**config.mk**
```make
export PLATFORM = sky130hd
export DESIGN_NAME = uart_multiprocessor_core
export DESIGN_NICKNAME = d
export VERILOG_FILES = /design/src/hw/uart_mp_pkg.sv /design/src/hw/uart_multiprocessor_core.sv
export VERILOG_INCLUDE_DIRS = /design/src /design/src/hw
export SDC_FILE = /design/constraint.sdc
export NUM_CORES = 1
export LEC_CHECK = 0
export BUFFER_PORTS_ARGS = -buffer_cell sky130_fd_sc_hd__buf_2
export CAP_MARGIN = 0
export CORE_MARGIN = 1
export CORE_UTILIZATION = 43
export DETAILED_ROUTE_END_ITERATION = 16
export PLACE_DENSITY = 0.57
export SYNTH_ARGS = -nofsm -noshare
export SYNTH_HDL_FRONTEND = slang
export SYNTH_SLANG_ARGS = --single-unit
```
**constraint.sdc**
```tcl
create_clock -name ref_clk_in -period 6.46 [get_ports ref_clk_in]
set_input_delay 0.969 -clock ref_clk_in [delete_from_list [all_inputs] [get_ports ref_clk_in]]
set_output_delay 0.969 -clock ref_clk_in [all_outputs]
set_load 0.02 [all_outputs]
```
**src/hw/uart_mp_defs.svh**
```systemverilog
// Register offsets, field positions, reset values and timing counts of the serial block.
`ifndef UART_MP_DEFS_SVH
`define UART_MP_DEFS_SVH
`define ADDR_W           4
`define REG_CTRL         4'h0
`define REG_BAUD         4'h1
`define REG_STAT         4'h2
`define REG_IE           4'h3
`define REG_TXBUF        4'h4
`define REG_RXBUF        4'h5
`define CTRL_SWRST       0
`define CTRL_SYNC        1
`define CTRL_MSB         2
`define CTRL_SEVEN       3
`define CTRL_PEN         4
`define CTRL_PEVEN       5
`define CTRL_SPB         6
`define CTRL_MODE_LO     7
`define CTRL_MODE_HI     8
`define CTRL_DORM        9
`define CTRL_TXADDR      10
`define CTRL_TXBRK       11
`define CTRL_RESET       16'h0001
`define ST_TXE           0
`define ST_RXF           1
`define ST_ERR           2
`define ST_BRK           3
`define ST_PE            4
`define ST_OE            5
`define ST_FE            6
`define ST_IDLE          7
`define ST_ADDR          8
`define ST_STOE          9
`define ST_BTOE          10
`define ST_BUSY          11
`define IE_RX            0
`define IE_TX            1
`define IE_RXE           2
`define IE_BRK           3
`define BAUD_RESET       16'h0363
`define IDLE_RX_BITS     4'hA
`define IDLE_TX_BITS     4'hB
`define ALL_ONES_9       9'h1FF
`endif

```
**src/hw/uart_mp_pkg.sv**
```systemverilog
// Types shared by the serial block.
package uart_mp_pkg;
    typedef enum logic [1:0] {MODE_PLAIN, MODE_IDLE_LINE, MODE_ADDR_BIT, MODE_AUTO_BAUD} frame_mode_t;
    typedef enum {TX_IDLE, TX_GAP, TX_SEND} tx_state_t;
    typedef enum {RX_WAIT, RX_SHIFT, RX_IDLE_CNT} rx_state_t;
endpackage : uart_mp_pkg

```
**src/hw/uart_multiprocessor_core.sv**
```systemverilog
// Asynchronous serial transmitter and receiver with idle-line and address-bit framing.
//
// Chosen here: the strobed register port and the register addresses.
`timescale 1ns/10ps
`include "uart_mp_defs.svh"

module uart_multiprocessor_core #(
    parameter int OVERSAMPLE = 16
) (
    // Clock and reset
    input  wire logic                 ref_clk_in,
    input  wire logic                 rst_b_in,
    // Register port
    input  wire logic [`ADDR_W-1:0]   reg_addr_in,
    input  wire logic [15:0]          reg_wdata_in,
    input  wire logic                 reg_wr_in,
    input  wire logic                 reg_rd_in,
    output logic      [15:0]          reg_rdata_out,
    // Serial pins
    input  wire logic                 serial_rx_pin_in,
    output logic                      serial_tx_pin_out
);
    localparam int HALF = OVERSAMPLE / 2;

    logic [15:0] ctrl_q;
    logic [15:0] baud_q;
    logic [3:0]  ie_q;
    logic [15:0] baud_cnt_q;
    logic        tick;
    logic        swrst;
    logic        wr_tx;
    logic        rd_rx;
    logic        bit_lsb_first;
    logic        seven;
    logic        addr_mode;
    logic        idle_mode;
    logic [3:0]  nbits;
    logic        tx_clr_addr;
    logic        tx_clr_brk;
    uart_mp_pkg::frame_mode_t mode;

    assign swrst         = ctrl_q[`CTRL_SWRST];
    assign bit_lsb_first = ~ctrl_q[`CTRL_MSB];
    assign seven         = ctrl_q[`CTRL_SEVEN];
    assign mode          = uart_mp_pkg::frame_mode_t'(ctrl_q[`CTRL_MODE_HI:`CTRL_MODE_LO]);
    assign idle_mode     = (mode == uart_mp_pkg::MODE_IDLE_LINE);
    assign addr_mode     = (mode == uart_mp_pkg::MODE_ADDR_BIT);
    assign wr_tx         = reg_wr_in && (reg_addr_in == `REG_TXBUF);
    assign rd_rx         = reg_rd_in && (reg_addr_in == `REG_RXBUF);
    // Frame bits after start: data, address, parity, stops.
    assign nbits = (seven ? 4'h7 : 4'h8) + {3'h0, addr_mode} + {3'h0, ctrl_q[`CTRL_PEN]}
                   + (ctrl_q[`CTRL_SPB] ? 4'h2 : 4'h1);

    // Reset value keeps the soft reset bit set after power-up clear.
    always_ff @(posedge ref_clk_in)
    begin
        if (!rst_b_in)
            ctrl_q <= `CTRL_RESET;
        else if (reg_wr_in && reg_addr_in == `REG_CTRL)
            ctrl_q <= reg_wdata_in;
        else
        begin
            if (tx_clr_addr)
                ctrl_q[`CTRL_TXADDR] <= 1'b0;
            if (tx_clr_brk)
                ctrl_q[`CTRL_TXBRK] <= 1'b0;
        end
    end

    always_ff @(posedge ref_clk_in)
    begin
        if (!rst_b_in)
            baud_q <= `BAUD_RESET;
        else if (reg_wr_in && reg_addr_in == `REG_BAUD)
            baud_q <= reg_wdata_in;
    end

    always_ff @(posedge ref_clk_in)
    begin
        if (!rst_b_in || swrst)
            ie_q <= 4'h0;
        else if (reg_wr_in && reg_addr_in == `REG_IE)
            ie_q <= reg_wdata_in[3:0];
    end

    // Shared oversampling tick; stopped while the soft reset bit or the sync bit is set.
    logic rx_halt;
    always_ff @(posedge ref_clk_in)
    begin
        if (!rst_b_in || swrst || baud_cnt_q >= baud_q)
            baud_cnt_q <= 16'h0000;
        else
            baud_cnt_q <= baud_cnt_q + 16'h0001;
    end
    assign tick = (baud_cnt_q >= baud_q) && !swrst && !ctrl_q[`CTRL_SYNC];

    // Transmitter.
    logic        tx_full_q;
    logic [7:0]  tx_buf_q;
    logic [10:0] tx_sh_q;
    logic [3:0]  tx_bits_q;
    logic [3:0]  tx_gap_q;
    logic [7:0]  tx_os_q;
    logic        tx_q;
    logic        tx_load;
    logic        tx_start_now;
    logic [7:0]  tx_data;
    logic        tx_par;
    uart_mp_pkg::tx_state_t tx_st_q;

    function automatic logic [7:0] order(input logic [7:0] d, input logic lsb, input logic sev);
        logic [7:0] r;
        r = d;
        if (!lsb)
            r = sev ? {1'b0, d[0], d[1], d[2], d[3], d[4], d[5], d[6]}
                    : {d[0], d[1], d[2], d[3], d[4], d[5], d[6], d[7]};
        return r;
    endfunction : order

    assign tx_load     = tick && (tx_os_q == 8'h00) && tx_full_q
                         && (tx_st_q == uart_mp_pkg::TX_IDLE);
    assign tx_data     = ctrl_q[`CTRL_TXBRK] ? 8'h00 : order(tx_buf_q, bit_lsb_first, seven);
    assign tx_par      = ^tx_buf_q[6:0] ^ (seven ? 1'b0 : tx_buf_q[7])
                         ^ (addr_mode & ctrl_q[`CTRL_TXADDR]) ^ ~ctrl_q[`CTRL_PEVEN];
    assign tx_clr_addr = tx_start_now && ctrl_q[`CTRL_TXADDR] && (idle_mode || addr_mode);
    assign tx_clr_brk  = tx_start_now && ctrl_q[`CTRL_TXBRK];

    assign tx_start_now = tx_load && !(idle_mode && ctrl_q[`CTRL_TXADDR])
                          || (tick && tx_os_q == 8'h00 && tx_st_q == uart_mp_pkg::TX_GAP
                              && tx_gap_q == 4'h1);

    logic [10:0] frame;
    always_comb
    begin
        frame = 11'h7FF;
        if (seven)
            frame[6:0] = tx_data[6:0];
        else
            frame[7:0] = tx_data;
        // Address bit then parity follow data, stops fill the rest with ones.
        frame[seven ? 7 : 8] = 1'b1;
        if (addr_mode)
            frame[seven ? 7 : 8] = ctrl_q[`CTRL_TXADDR] & ~ctrl_q[`CTRL_TXBRK];
        if (ctrl_q[`CTRL_PEN])
            frame[(seven ? 4'd7 : 4'd8) + {3'h0, addr_mode}] = tx_par & ~ctrl_q[`CTRL_TXBRK];
        if (ctrl_q[`CTRL_TXBRK])
            frame = frame & ~((11'h001 << nbits) - 11'h001);
    end

    always_ff @(posedge ref_clk_in)
    begin
        if (!rst_b_in || swrst)
        begin
            tx_st_q   <= uart_mp_pkg::TX_IDLE;
            tx_os_q   <= 8'h00;
            tx_q      <= 1'b1;
            tx_sh_q   <= 11'h7FF;
            tx_bits_q <= 4'h0;
            tx_gap_q  <= 4'h0;
        end
        else if (tick)
        begin
            tx_os_q <= (tx_os_q == 8'(OVERSAMPLE - 1)) ? 8'h00 : tx_os_q + 8'h01;
            if (tx_os_q == 8'h00)
            begin
                case (tx_st_q)
                    uart_mp_pkg::TX_IDLE:
                    begin
                        if (tx_load && idle_mode && ctrl_q[`CTRL_TXADDR])
                        begin
                            tx_st_q  <= uart_mp_pkg::TX_GAP;
                            tx_gap_q <= `IDLE_TX_BITS;
                            tx_q     <= 1'b1;
                        end
                        else if (tx_load)
                        begin
                            tx_st_q   <= uart_mp_pkg::TX_SEND;
                            tx_q      <= 1'b0;
                            tx_sh_q   <= frame;
                            tx_bits_q <= nbits;
                        end
                    end
                    uart_mp_pkg::TX_GAP:
                    begin
                        tx_gap_q <= tx_gap_q - 4'h1;
                        if (tx_gap_q == 4'h1)
                        begin
                            tx_st_q   <= uart_mp_pkg::TX_SEND;
                            tx_q      <= 1'b0;
                            tx_sh_q   <= frame;
                            tx_bits_q <= nbits;
                        end
                    end
                    uart_mp_pkg::TX_SEND:
                    begin
                        if (tx_bits_q == 4'h0)
                        begin
                            tx_st_q <= uart_mp_pkg::TX_IDLE;
                            tx_q    <= 1'b1;
                        end
                        else
                        begin
                            tx_q      <= tx_sh_q[0];
                            tx_sh_q   <= {1'b1, tx_sh_q[10:1]};
                            tx_bits_q <= tx_bits_q - 4'h1;
                        end
                    end
                    default: tx_st_q <= uart_mp_pkg::TX_IDLE;
                endcase
            end
        end
    end

    // Buffer is released when its character starts on the line.
    always_ff @(posedge ref_clk_in)
    begin
        if (!rst_b_in || swrst)
            tx_full_q <= 1'b0;
        else if (wr_tx)
            tx_full_q <= 1'b1;
        else if (tx_start_now)
            tx_full_q <= 1'b0;
    end

    always_ff @(posedge ref_clk_in)
    begin
        if (!rst_b_in)
            tx_buf_q <= 8'h00;
        else if (wr_tx)
            tx_buf_q <= reg_wdata_in[7:0];
    end

    always_ff @(posedge ref_clk_in)
    begin
        if (!rst_b_in)
            serial_tx_pin_out <= 1'b1;
        else
            serial_tx_pin_out <= tx_q;
    end

    // Receiver.
    logic [10:0] rx_sh_q;
    logic [3:0]  rx_bits_q;
    logic [7:0]  rx_os_q;
    logic [3:0]  rx_marks_q;
    logic        rx_after_idle_q;
    logic        rx_done;
    logic [7:0]  rx_buf_q;
    logic [15:0] stat_q;
    uart_mp_pkg::rx_state_t rx_st_q;

    logic        mid;
    assign mid  = tick && (rx_os_q == 8'(HALF));
    assign rx_halt = (rx_st_q == uart_mp_pkg::RX_WAIT) && stat_q[`ST_IDLE] && idle_mode;

    always_ff @(posedge ref_clk_in)
    begin
        if (!rst_b_in || swrst)
        begin
            rx_st_q    <= uart_mp_pkg::RX_WAIT;
            rx_os_q    <= 8'h00;
            rx_bits_q  <= 4'h0;
            rx_sh_q    <= 11'h000;
            rx_marks_q <= 4'h0;
        end
        else
        begin
            case (rx_st_q)
                uart_mp_pkg::RX_WAIT,
                uart_mp_pkg::RX_IDLE_CNT:
                begin
                    if (!serial_rx_pin_in)
                    begin
                        rx_st_q   <= uart_mp_pkg::RX_SHIFT;
                        rx_os_q   <= 8'h00;
                        rx_bits_q <= nbits;
                    end
                    else if (tick && !rx_halt && rx_st_q == uart_mp_pkg::RX_IDLE_CNT)
                    begin
                        rx_os_q <= (rx_os_q == 8'(OVERSAMPLE - 1)) ? 8'h00 : rx_os_q + 8'h01;
                        if (rx_os_q == 8'(OVERSAMPLE - 1))
                        begin
                            rx_marks_q <= rx_marks_q + 4'h1;
                            if (rx_marks_q + 4'h1 == `IDLE_RX_BITS)
                                rx_st_q <= uart_mp_pkg::RX_WAIT;
                        end
                    end
                end
                uart_mp_pkg::RX_SHIFT:
                begin
                    if (tick)
                        rx_os_q <= (rx_os_q == 8'(OVERSAMPLE - 1)) ? 8'h00 : rx_os_q + 8'h01;
                    if (mid)
                    begin
                        // A start bit that reads high at its middle was a glitch: hunt again.
                        if (rx_bits_q == nbits && serial_rx_pin_in)
                            rx_st_q <= uart_mp_pkg::RX_WAIT;
                        rx_sh_q <= {serial_rx_pin_in, rx_sh_q[10:1]};
                        if (rx_bits_q == 4'h0)
                        begin
                            // Starts at all ones so the tail of the stop bit wraps it to zero.
                            rx_st_q    <= uart_mp_pkg::RX_IDLE_CNT;
                            rx_marks_q <= 4'hF;
                        end
                        else
                            rx_bits_q <= rx_bits_q - 4'h1;
                    end
                end
                default: rx_st_q <= uart_mp_pkg::RX_WAIT;
            endcase
        end
    end
    assign rx_done = mid && (rx_st_q == uart_mp_pkg::RX_SHIFT) && (rx_bits_q == 4'h0);

    // Frame is right-aligned after the last shift: start bit sits below the field.
    logic [10:0] fr;
    logic [7:0]  rx_data;
    logic        rx_abit;
    logic        rx_pbit;
    logic        rx_fe;
    logic        rx_pe;
    logic        rx_brk;
    logic        rx_is_addr;
    logic        rx_store;
    logic [3:0]  dn;
    always_comb
    begin
        fr      = {serial_rx_pin_in, rx_sh_q[10:1]} >> (4'd11 - nbits);
        dn      = seven ? 4'h7 : 4'h8;
        rx_data = seven ? {1'b0, fr[6:0]} : fr[7:0];
        if (!bit_lsb_first)
            rx_data = order(rx_data, 1'b0, seven);
        rx_abit = addr_mode & fr[dn];
        rx_pbit = fr[dn + {3'h0, addr_mode}];
        // Stop bits are the top one or two bits of the field.
        rx_fe   = !fr[nbits - 4'h1] || (ctrl_q[`CTRL_SPB] && !fr[nbits - 4'h2]);
        rx_pe   = ctrl_q[`CTRL_PEN]
                  && ((^rx_data ^ rx_abit ^ rx_pbit) != ~ctrl_q[`CTRL_PEVEN]);
        rx_brk  = ((fr & ((11'h001 << nbits) - 11'h001)) == 11'h000);
        rx_is_addr = idle_mode ? rx_after_idle_q : rx_abit;
        // Dormant reads the live bit at completion so a mid-character clear counts.
        if (ctrl_q[`CTRL_DORM] && (idle_mode || addr_mode))
            rx_store = rx_is_addr && (ie_q[`IE_RXE] || !(rx_fe || rx_pe));
        else
            rx_store = 1'b1;
        if (rx_brk)
            rx_store = ie_q[`IE_BRK];
    end

    always_ff @(posedge ref_clk_in)
    begin
        if (!rst_b_in || swrst)
            rx_after_idle_q <= 1'b0;
        else if (rx_done)
            rx_after_idle_q <= 1'b0;
        else if (rx_st_q == uart_mp_pkg::RX_IDLE_CNT && tick && rx_os_q == 8'(OVERSAMPLE - 1)
                 && rx_marks_q + 4'h1 == `IDLE_RX_BITS)
            rx_after_idle_q <= 1'b1;
    end

    always_ff @(posedge ref_clk_in)
    begin
        if (!rst_b_in)
            rx_buf_q <= 8'h00;
        else if (rx_done && rx_store)
            rx_buf_q <= rx_brk ? 8'h00 : rx_data;
    end

    // Status: hardware set wins over a software clear in the same cycle.
    logic [15:0] set_v;
    logic [15:0] clr_v;
    always_comb
    begin
        set_v = 16'h0000;
        clr_v = 16'h0000;
        if (reg_wr_in && reg_addr_in == `REG_STAT)
            clr_v = reg_wdata_in;
        if (rd_rx)
        begin
            clr_v[`ST_RXF] = 1'b1;
            clr_v[`ST_BRK] = 1'b1;
            clr_v[`ST_OE]  = 1'b1;
        end
        if (rx_done && rx_store)
        begin
            set_v[`ST_RXF]  = 1'b1;
            set_v[`ST_OE]   = stat_q[`ST_RXF] && !rd_rx;
            set_v[`ST_FE]   = rx_fe && !rx_brk;
            set_v[`ST_PE]   = rx_pe;
            set_v[`ST_ADDR] = rx_abit && addr_mode;
            set_v[`ST_ERR]  = (rx_fe && !rx_brk) || rx_pe || set_v[`ST_OE];
            clr_v[`ST_IDLE] = !(idle_mode && rx_is_addr);
            clr_v[`ST_ADDR] = 1'b1;
        end
        if (rx_done && rx_brk)
            set_v[`ST_BRK] = 1'b1;
        if (rx_st_q == uart_mp_pkg::RX_IDLE_CNT && tick && rx_os_q == 8'(OVERSAMPLE - 1)
            && rx_marks_q + 4'h1 == `IDLE_RX_BITS && idle_mode)
            set_v[`ST_IDLE] = 1'b1;
    end

    always_ff @(posedge ref_clk_in)
    begin
        if (!rst_b_in || swrst)
            stat_q <= 16'h0000;
        else
            stat_q <= (stat_q & ~clr_v) | set_v;
    end

    // Read data, one cycle after the read strobe.
    always_ff @(posedge ref_clk_in)
    begin
        if (!rst_b_in)
            reg_rdata_out <= 16'h0000;
        else if (reg_rd_in)
        begin
            case (reg_addr_in)
                `REG_CTRL:  reg_rdata_out <= ctrl_q;
                `REG_BAUD:  reg_rdata_out <= baud_q;
                `REG_STAT:
                begin
                    reg_rdata_out <= stat_q;
                    reg_rdata_out[`ST_TXE]  <= !tx_full_q || swrst;
                    reg_rdata_out[`ST_BUSY] <= tx_st_q != uart_mp_pkg::TX_IDLE;
                end
                `REG_IE:    reg_rdata_out <= {12'h000, ie_q};
                `REG_RXBUF: reg_rdata_out <= {8'h00, rx_buf_q};
                default:    reg_rdata_out <= 16'h0000;
            endcase
        end
        else
            reg_rdata_out <= 16'h0000;
    end
endmodule : uart_multiprocessor_core

```
Word level (Yosys, flattened, before mapping)
Index checks and enable logic that the tools add are counted.
{ "totals": {"reg_bits": 222, "in_bits": 25, "out_inout_bits": 17, "wordCells": 296} }
{ "op_classes": {"addsub": 14, "n_lt_le_gt_ge": 8, "n_eq_ne": 40, "n_shift": 2, "mux": 94, "bitwise_logic": 18, "reduce_logical": 96} }
{ "ops": {"columns": ["operator", "n"], "rows": [
  ["$mux 32", 11],
  ["$eq 32x2->1 const B", 4],
  ["$logic_not 32->1", 4],
  ["$mux 8", 12],
  ["$pmux 32 s3", 1],
  ["$pmux 16 s5", 1],
  ["$mux 11", 7],
  ["$eq 32x1->1 const B", 2],
  ["$pmux 32 s2", 1],
  ["$mux 4", 15],
  ["$logic_and 1x1->1", 44],
  ["$pmux 11 s3", 1],
  ["$eq 32x3->1 const B", 1],
  ["$reduce_bool 32->1", 1],
  ["$ne 2x2->1 const B", 14],
  ["$lt 4x5->1 const B", 5],
  ["$mux 1", 25],
  ["$eq 8x4->1 const B", 3],
  ["$pmux 4 s2", 3],
  ["$and 11x11->11", 2],
  ["$bwmux 11", 2],
  ["$add 16x1->16 const B", 1],
  ["$add 8x1->8 const B", 2],
  ["$and 16x16->16", 1],
  ["51 further kinds", 109]
]} }

Depth between registers and ports, before layout
{ "logic_depth": {"word_depth": 25, "mapped_depth": 27, "ltp_nobuf": 23} }

Worst setup path after synthesis
No wires, ideal clock.
{ "synth_timing": {"path_kind": "register to register", "from": "register ctrl_q[7]", "to": "register rx_buf_q[3]", "setup_ps": 117, "arrival_ps": 5359, "required_time_ps": 6343, "setup_slack_ps": 984, "stages_incl_launch_ff": 24, "path_buffers": 3, "period_less_slack_ps": 5476, "cell_sequence": "dfxtp_1 > inv_1 > ha_1 > inv_1 > ha_1 > clkbuf_1 > inv_1 > fa_1 > inv_1 > fa_1 > buf_2 > mux4_2 > nor2_1 > o32ai_2 > xor2_1 > o22ai_1 > xnor3_1 > xnor3_1 > xnor2_1 > a2111oi_4 > o22ai_2 > and2_1 > buf_6 > a22o_1"} }
{ "synth_between": {"elab_chain_cells": 21, "word_cells_on_any_way": 45, "classes_between": "7 x add/sub; 3 x eq/ne; 2 x shift; 15 x mux; 4 x bitwise; 14 x reduce/logical"} }
{ "synth_lines": {"columns": ["element", "line", "source"], "rows": [
  ["from (decl)", "uart_multiprocessor_core.sv:25", "logic [15:0] ctrl_q;"],
  ["from (signal assigned)", "uart_multiprocessor_core.sv:58", "ctrl_q <= `CTRL_RESET;"],
  ["from (signal assigned)", "uart_multiprocessor_core.sv:60", "ctrl_q <= reg_wdata_in;"],
  ["branches (longest 21 deep; another with $add 4x1->4)", null, null],
  ["to (signal assigned)", "uart_multiprocessor_core.sv:366", "rx_buf_q <= rx_brk ? 8'h00 : rx_data;"],
  ["to (decl)", "uart_multiprocessor_core.sv:248", "logic [7:0] rx_buf_q;"]
]} }
Several ways; the timed one is not identified. The select of a mux whose other input is x is not followed.
A chain may end at the register's enable or synchronous reset.

Worst setup path in the final report
{ "layout_timing": {"from": "register ctrl_q[8]", "to": "register rx_buf_q[0]"} }
The elaborated chain is that of the path after synthesis.

==> metrics.md <==
| Metric | Value |
|---|---|
| Post-Syn Area per Cell | `approximately 8 sq um` |
| Initial Utilization | `44.0%` |
| Placed insts | `1415` |
| Antenna cells | `0` |
| CTS Buffer Depth | `2` |
| Final min period | `slightly above 6000 ps` |
| IO Count | `42` |
| Post-synth top area share | `34.3%` |
| Clock share of power | `47.6%` |
| Die width | `~150 um` |
| Proportion of layout cells with a drive suffix above 1 | `11.2%` |
| Post-Syn Instances | `1146` |
| Worst hold path class | `reg2reg` |
| Slowest library cell on the worst path | `xnor2_2` |
| Critical path buffers and inverters | `3` |
| Sequential-to-total area share from yosys stat | `34.3%` |
| Number of synthesized flops with an enable pin | `0` |
| Root Driver | `clkbuf_16` |
| Initial antenna violation count | `0` |
| Top cell by count, worst path | `inv_1` |
| Net Sw Frac | `27.3%` |
| Worst slew margin | `28.5%` |
| Sw Pwr | `0.581 mW` |
| Drt initial violations | `585` |
| CTS H-tree depth | `4` |
| Placed cell areas | `9690 sq um` |
| CTS Sinks | `159` |
| Worst-path maximum fanout | `14` |
| Core box area | `21100 sq um` |
| Internal power | `roughly 1.5 mW` |
| Final period util | `a little over nine tenths` |
| Yosys warning count | `0` |
| Setup-failing EPs final | `0` |
| Highest metal used | `met4` |
| Slew Limit Fails | `0` |
| CP Cell Sequence | `ha_1, inv_1, ha_1, inv_1, fa_1, inv_1, fa_2, xnor2_2, nand2_1, nor3b_2, nor3_1, a221oi_2, xnor3_1, xnor3_1, xnor2_1, a2111oi_4, o22ai_2, and2_1, a22o_1` |
| Cell area after layout | `between 10000 and 15000 sq um` |
| Sequential Power Share | `46.4%` |
| MaxCap Viol Count | `0` |
| Reg2Reg Depth | `19` |
| Combinational share of power | `6.0%` |
| R2R Setup Slk | `between 300 and 400 ps` |
| TritonCTS clock tree | `built` |
| Status | `finished, final reports clean` |
| Detail Route met2 WL | `11.6 mm` |
| Worst-Margin Slew | `1070 ps` |
| Post-Route Hold Slack | `434 ps` |
| Total power per unit cell area | `206 nW/um^2` |
| Die Y | `149 um` |
| Cell family with most CP delay | `XOR/XNOR gates` |
| All-layer global routing usage | `a little under a quarter` |
| 1st-pass router iterations | `5` |
| Worst path max stage delay | `610 ps` |
| Avg WL per Cell | `between 15 and 20 um` |
| Largest net degree at the start of global routing | `44` |
| P&R area growth vs syn | `11.1%` |
| Most common cell in the netlist | `nand2_1` |
| Clock buffer count from CTS | `17` |
| Ys async rst share | `0%` |
| First-pass GRT wire length | `slightly above 40 mm` |
| Port buffer count | `41` |
| Worst setup EP type | `register` |
| Total die area | `22200 sq um` |
| Clk slew on worst S/H paths | `70 ps` |
| Net count after synthesis | `1215` |
| Beginning of the critical path | `ctrl_q[8]$_SDFFE_PN0P_` |
| DP HPWL | `18.3 mm` |
| Leakage | `~3.7 nW` |
| List of most frequent post-synthesis cells | `167 x nand2_1, 159 x dfxtp_1, 113 x nor2_1, 82 x a21oi_1, 50 x inv_1` |
| Final Hold Fails | `0` |
| Worst Setup EP | `rx_buf_q[0]$_SDFFE_PN0P_` |
| Met3 wire length | `1.43 mm` |
| Post-route setup TNS | `0 ps` |
| Setup CP Type | `reg2reg` |
| Non-Filler Instances | `about 1400` |
| Row count | `53` |
| DR vias | `between 8000 and 9000` |
| Wirelength, routed | `~26 mm` |
| Most area-hungry cell type in the Yosys netlist | `dfxtp_1` |
| RSZ-0062 raised after global routing | `false` |
| Crit path depth | `19` |
| Worst R2R Start | `ctrl_q[8]$_SDFFE_PN0P_` |
| Vias in the first global route | `7636` |
| Skew final | `16.9 ps` |
| Peak supply drop | `143 uV` |
| Congestion Overflow GR | `0` |
| Final #Nets | `~1200` |
| Critical Path Start Type | `register` |
| DRT met1 WL | `12.3 mm` |
| GPL Wtd Cong | `0.894` |
| DRT antenna net count | `0` |
| Fmax | `0.164 GHz` |
| Area contributors post-synth | `dfxtp_1 34%, nand2_1 6.8%, ha_1 5.5%, nor2_1 4.6%, a21oi_1 4.4%` |
| Worst EP required | `6790 ps` |
| Ys flop type | `dfxtp_1` |
| Worst r2r dst | `rx_buf_q[0]$_SDFFE_PN0P_` |
| Worst-Skew Late Latency | `440 ps` |
| Number of different library cells in the post-synthesis netlist | `81` |
| Syn Std Cell Area | `9280 sq um` |
| Register bit count reported by yosys | `159` |
| Post-route DRC violation count | `0` |
| Critical Path AT | `6430 ps` |
| Drt via density | `5.68` |
==> cell usage in the layout, fill, tap and decap left out, types with 13 or more instances in the layout <==
| cell | count |
|---|---|
| xor2_1 | 23 |
| inv_1 | 49 |
| a21boi_0 | 26 |
| nor2_1 | 113 |
| o211ai_1 | 23 |
| dfxtp_1 | 159 |
| nand2_1 | 167 |
| a21oi_1 | 82 |
| buf_2 | 41 |
| ha_1 | 41 |
| and3_1 | 13 |
| o21ai_0 | 42 |
| buf_4 | 18 |
| xnor2_1 | 26 |
| nor2b_1 | 17 |
| nand3_1 | 47 |
| mux2i_1 | 36 |
| clkbuf_16 | 17 |
| nor3_1 | 14 |
==> registers in the layout (all words and copies together), names as in the netlist, 10 cells and up <==
| signal | count |
|---|---|
| reg_rdata_out | 16 |
| stat_q | 14 |
| baud_q | 16 |
| tx_sh_q | 11 |
| rx_sh_q | 10 |
| baud_cnt_q | 16 |
| ctrl_q | 16 |
==> power by group through the flow <==
| stage | clock network [mW] | logic (mW) | registers (mW) |
|---|---|---|---|
| final | 1.01 | 0.127 | 0.988 |
| after global placement | 0 | 0.125 | 1.01 |
| after CTS | 1.03 | 0.125 | 0.988 |
| after global routing | 1.07 | 0.138 | 0.989 |
| after floorplan | 0 | 0.0842 | 1.01 |
| after detailed placement | 0 | 0.124 | 1.01 |
==> routing by layer <==
| layer | GRT usage, % | vias up |
|---|---|---|
| met5 | 0 | - |
| met4 | 4.54 | 0 |
| met1 | 34.0 | 3927 |
| li1 | - | 4063 |
| met2 | 36.4 | 214 |
| met3 | 3.98 | 21 |
==> worst min-delay path by stage <==
stage,from,end,slack (ps),depth (start not counted)
floorplan,tx_q$_SDFFE_PP1P_,serial_tx_pin_out$_SDFF_PN1_,410,1
global placement,stat_q[14]$_SDFF_PP0_,stat_q[14]$_SDFF_PP0_,420,2
detailed placement,stat_q[14]$_SDFF_PP0_,stat_q[14]$_SDFF_PP0_,420,2
CTS,stat_q[12]$_SDFF_PP0_,stat_q[12]$_SDFF_PP0_,430,2
global route,stat_q[12]$_SDFF_PP0_,stat_q[12]$_SDFF_PP0_,460,2
finish,stat_q[12]$_SDFF_PP0_,stat_q[12]$_SDFF_PP0_,430,2
==> worst min-delay path, delay by kind of cell (launching register included) <==
| kind | cells | cell delay (ps) |
|---|---|---|
| compound gates | 1 | 30 |
| flops | 1 | 310 |
| simple gates | 1 | 50 |
==> through the flow <==
step | utilization (%) | power, mW | setup WS, ps
global placement | 46.0 | 1.14 | 413
CTS | 48.8 | 2.14 | 264
detailed placement | 46.0 | 1.14 | 277
global route | 48.9 | 2.20 | 1.67
floorplan | - | 1.09 | 984
finish | 48.9 | 2.13 | 358
==> final cells by class <==
| cell class | count | area, sq um |
|---|---|---|
| clock buffers | 17 | 425 |
| fillers | 2123 | 10800 |
| inverters | 52 | 199 |
| repair buffers | 59 | 340 |
| well taps | 275 | 344 |
| multi-input cells | 870 | 5660 |
| flip-flops and latches | 159 | 3180 |
| clock inverters | 15 | 163 |
==> repair_timing <==
action | CTS | global route
hold buffers | 0 | 0
setup endpoints to repair | 0 | 10
buffers inserted | 0 | 0
endpoints found under the hold margin | 0 | 0
gates resized for setup | 0 | 4
==> cell families after synthesis <==
kind of cell	Yosys count	share of synthesized area (%)
compound gates	282	21.0
xor+xnor	55	5.81
fa+ha+maj	44	6.18
buf+inv	117	5.07
flops	159	34.3
mux	50	5.95
simple gates	439	21.7
Power figures use the tool's default switching activity.
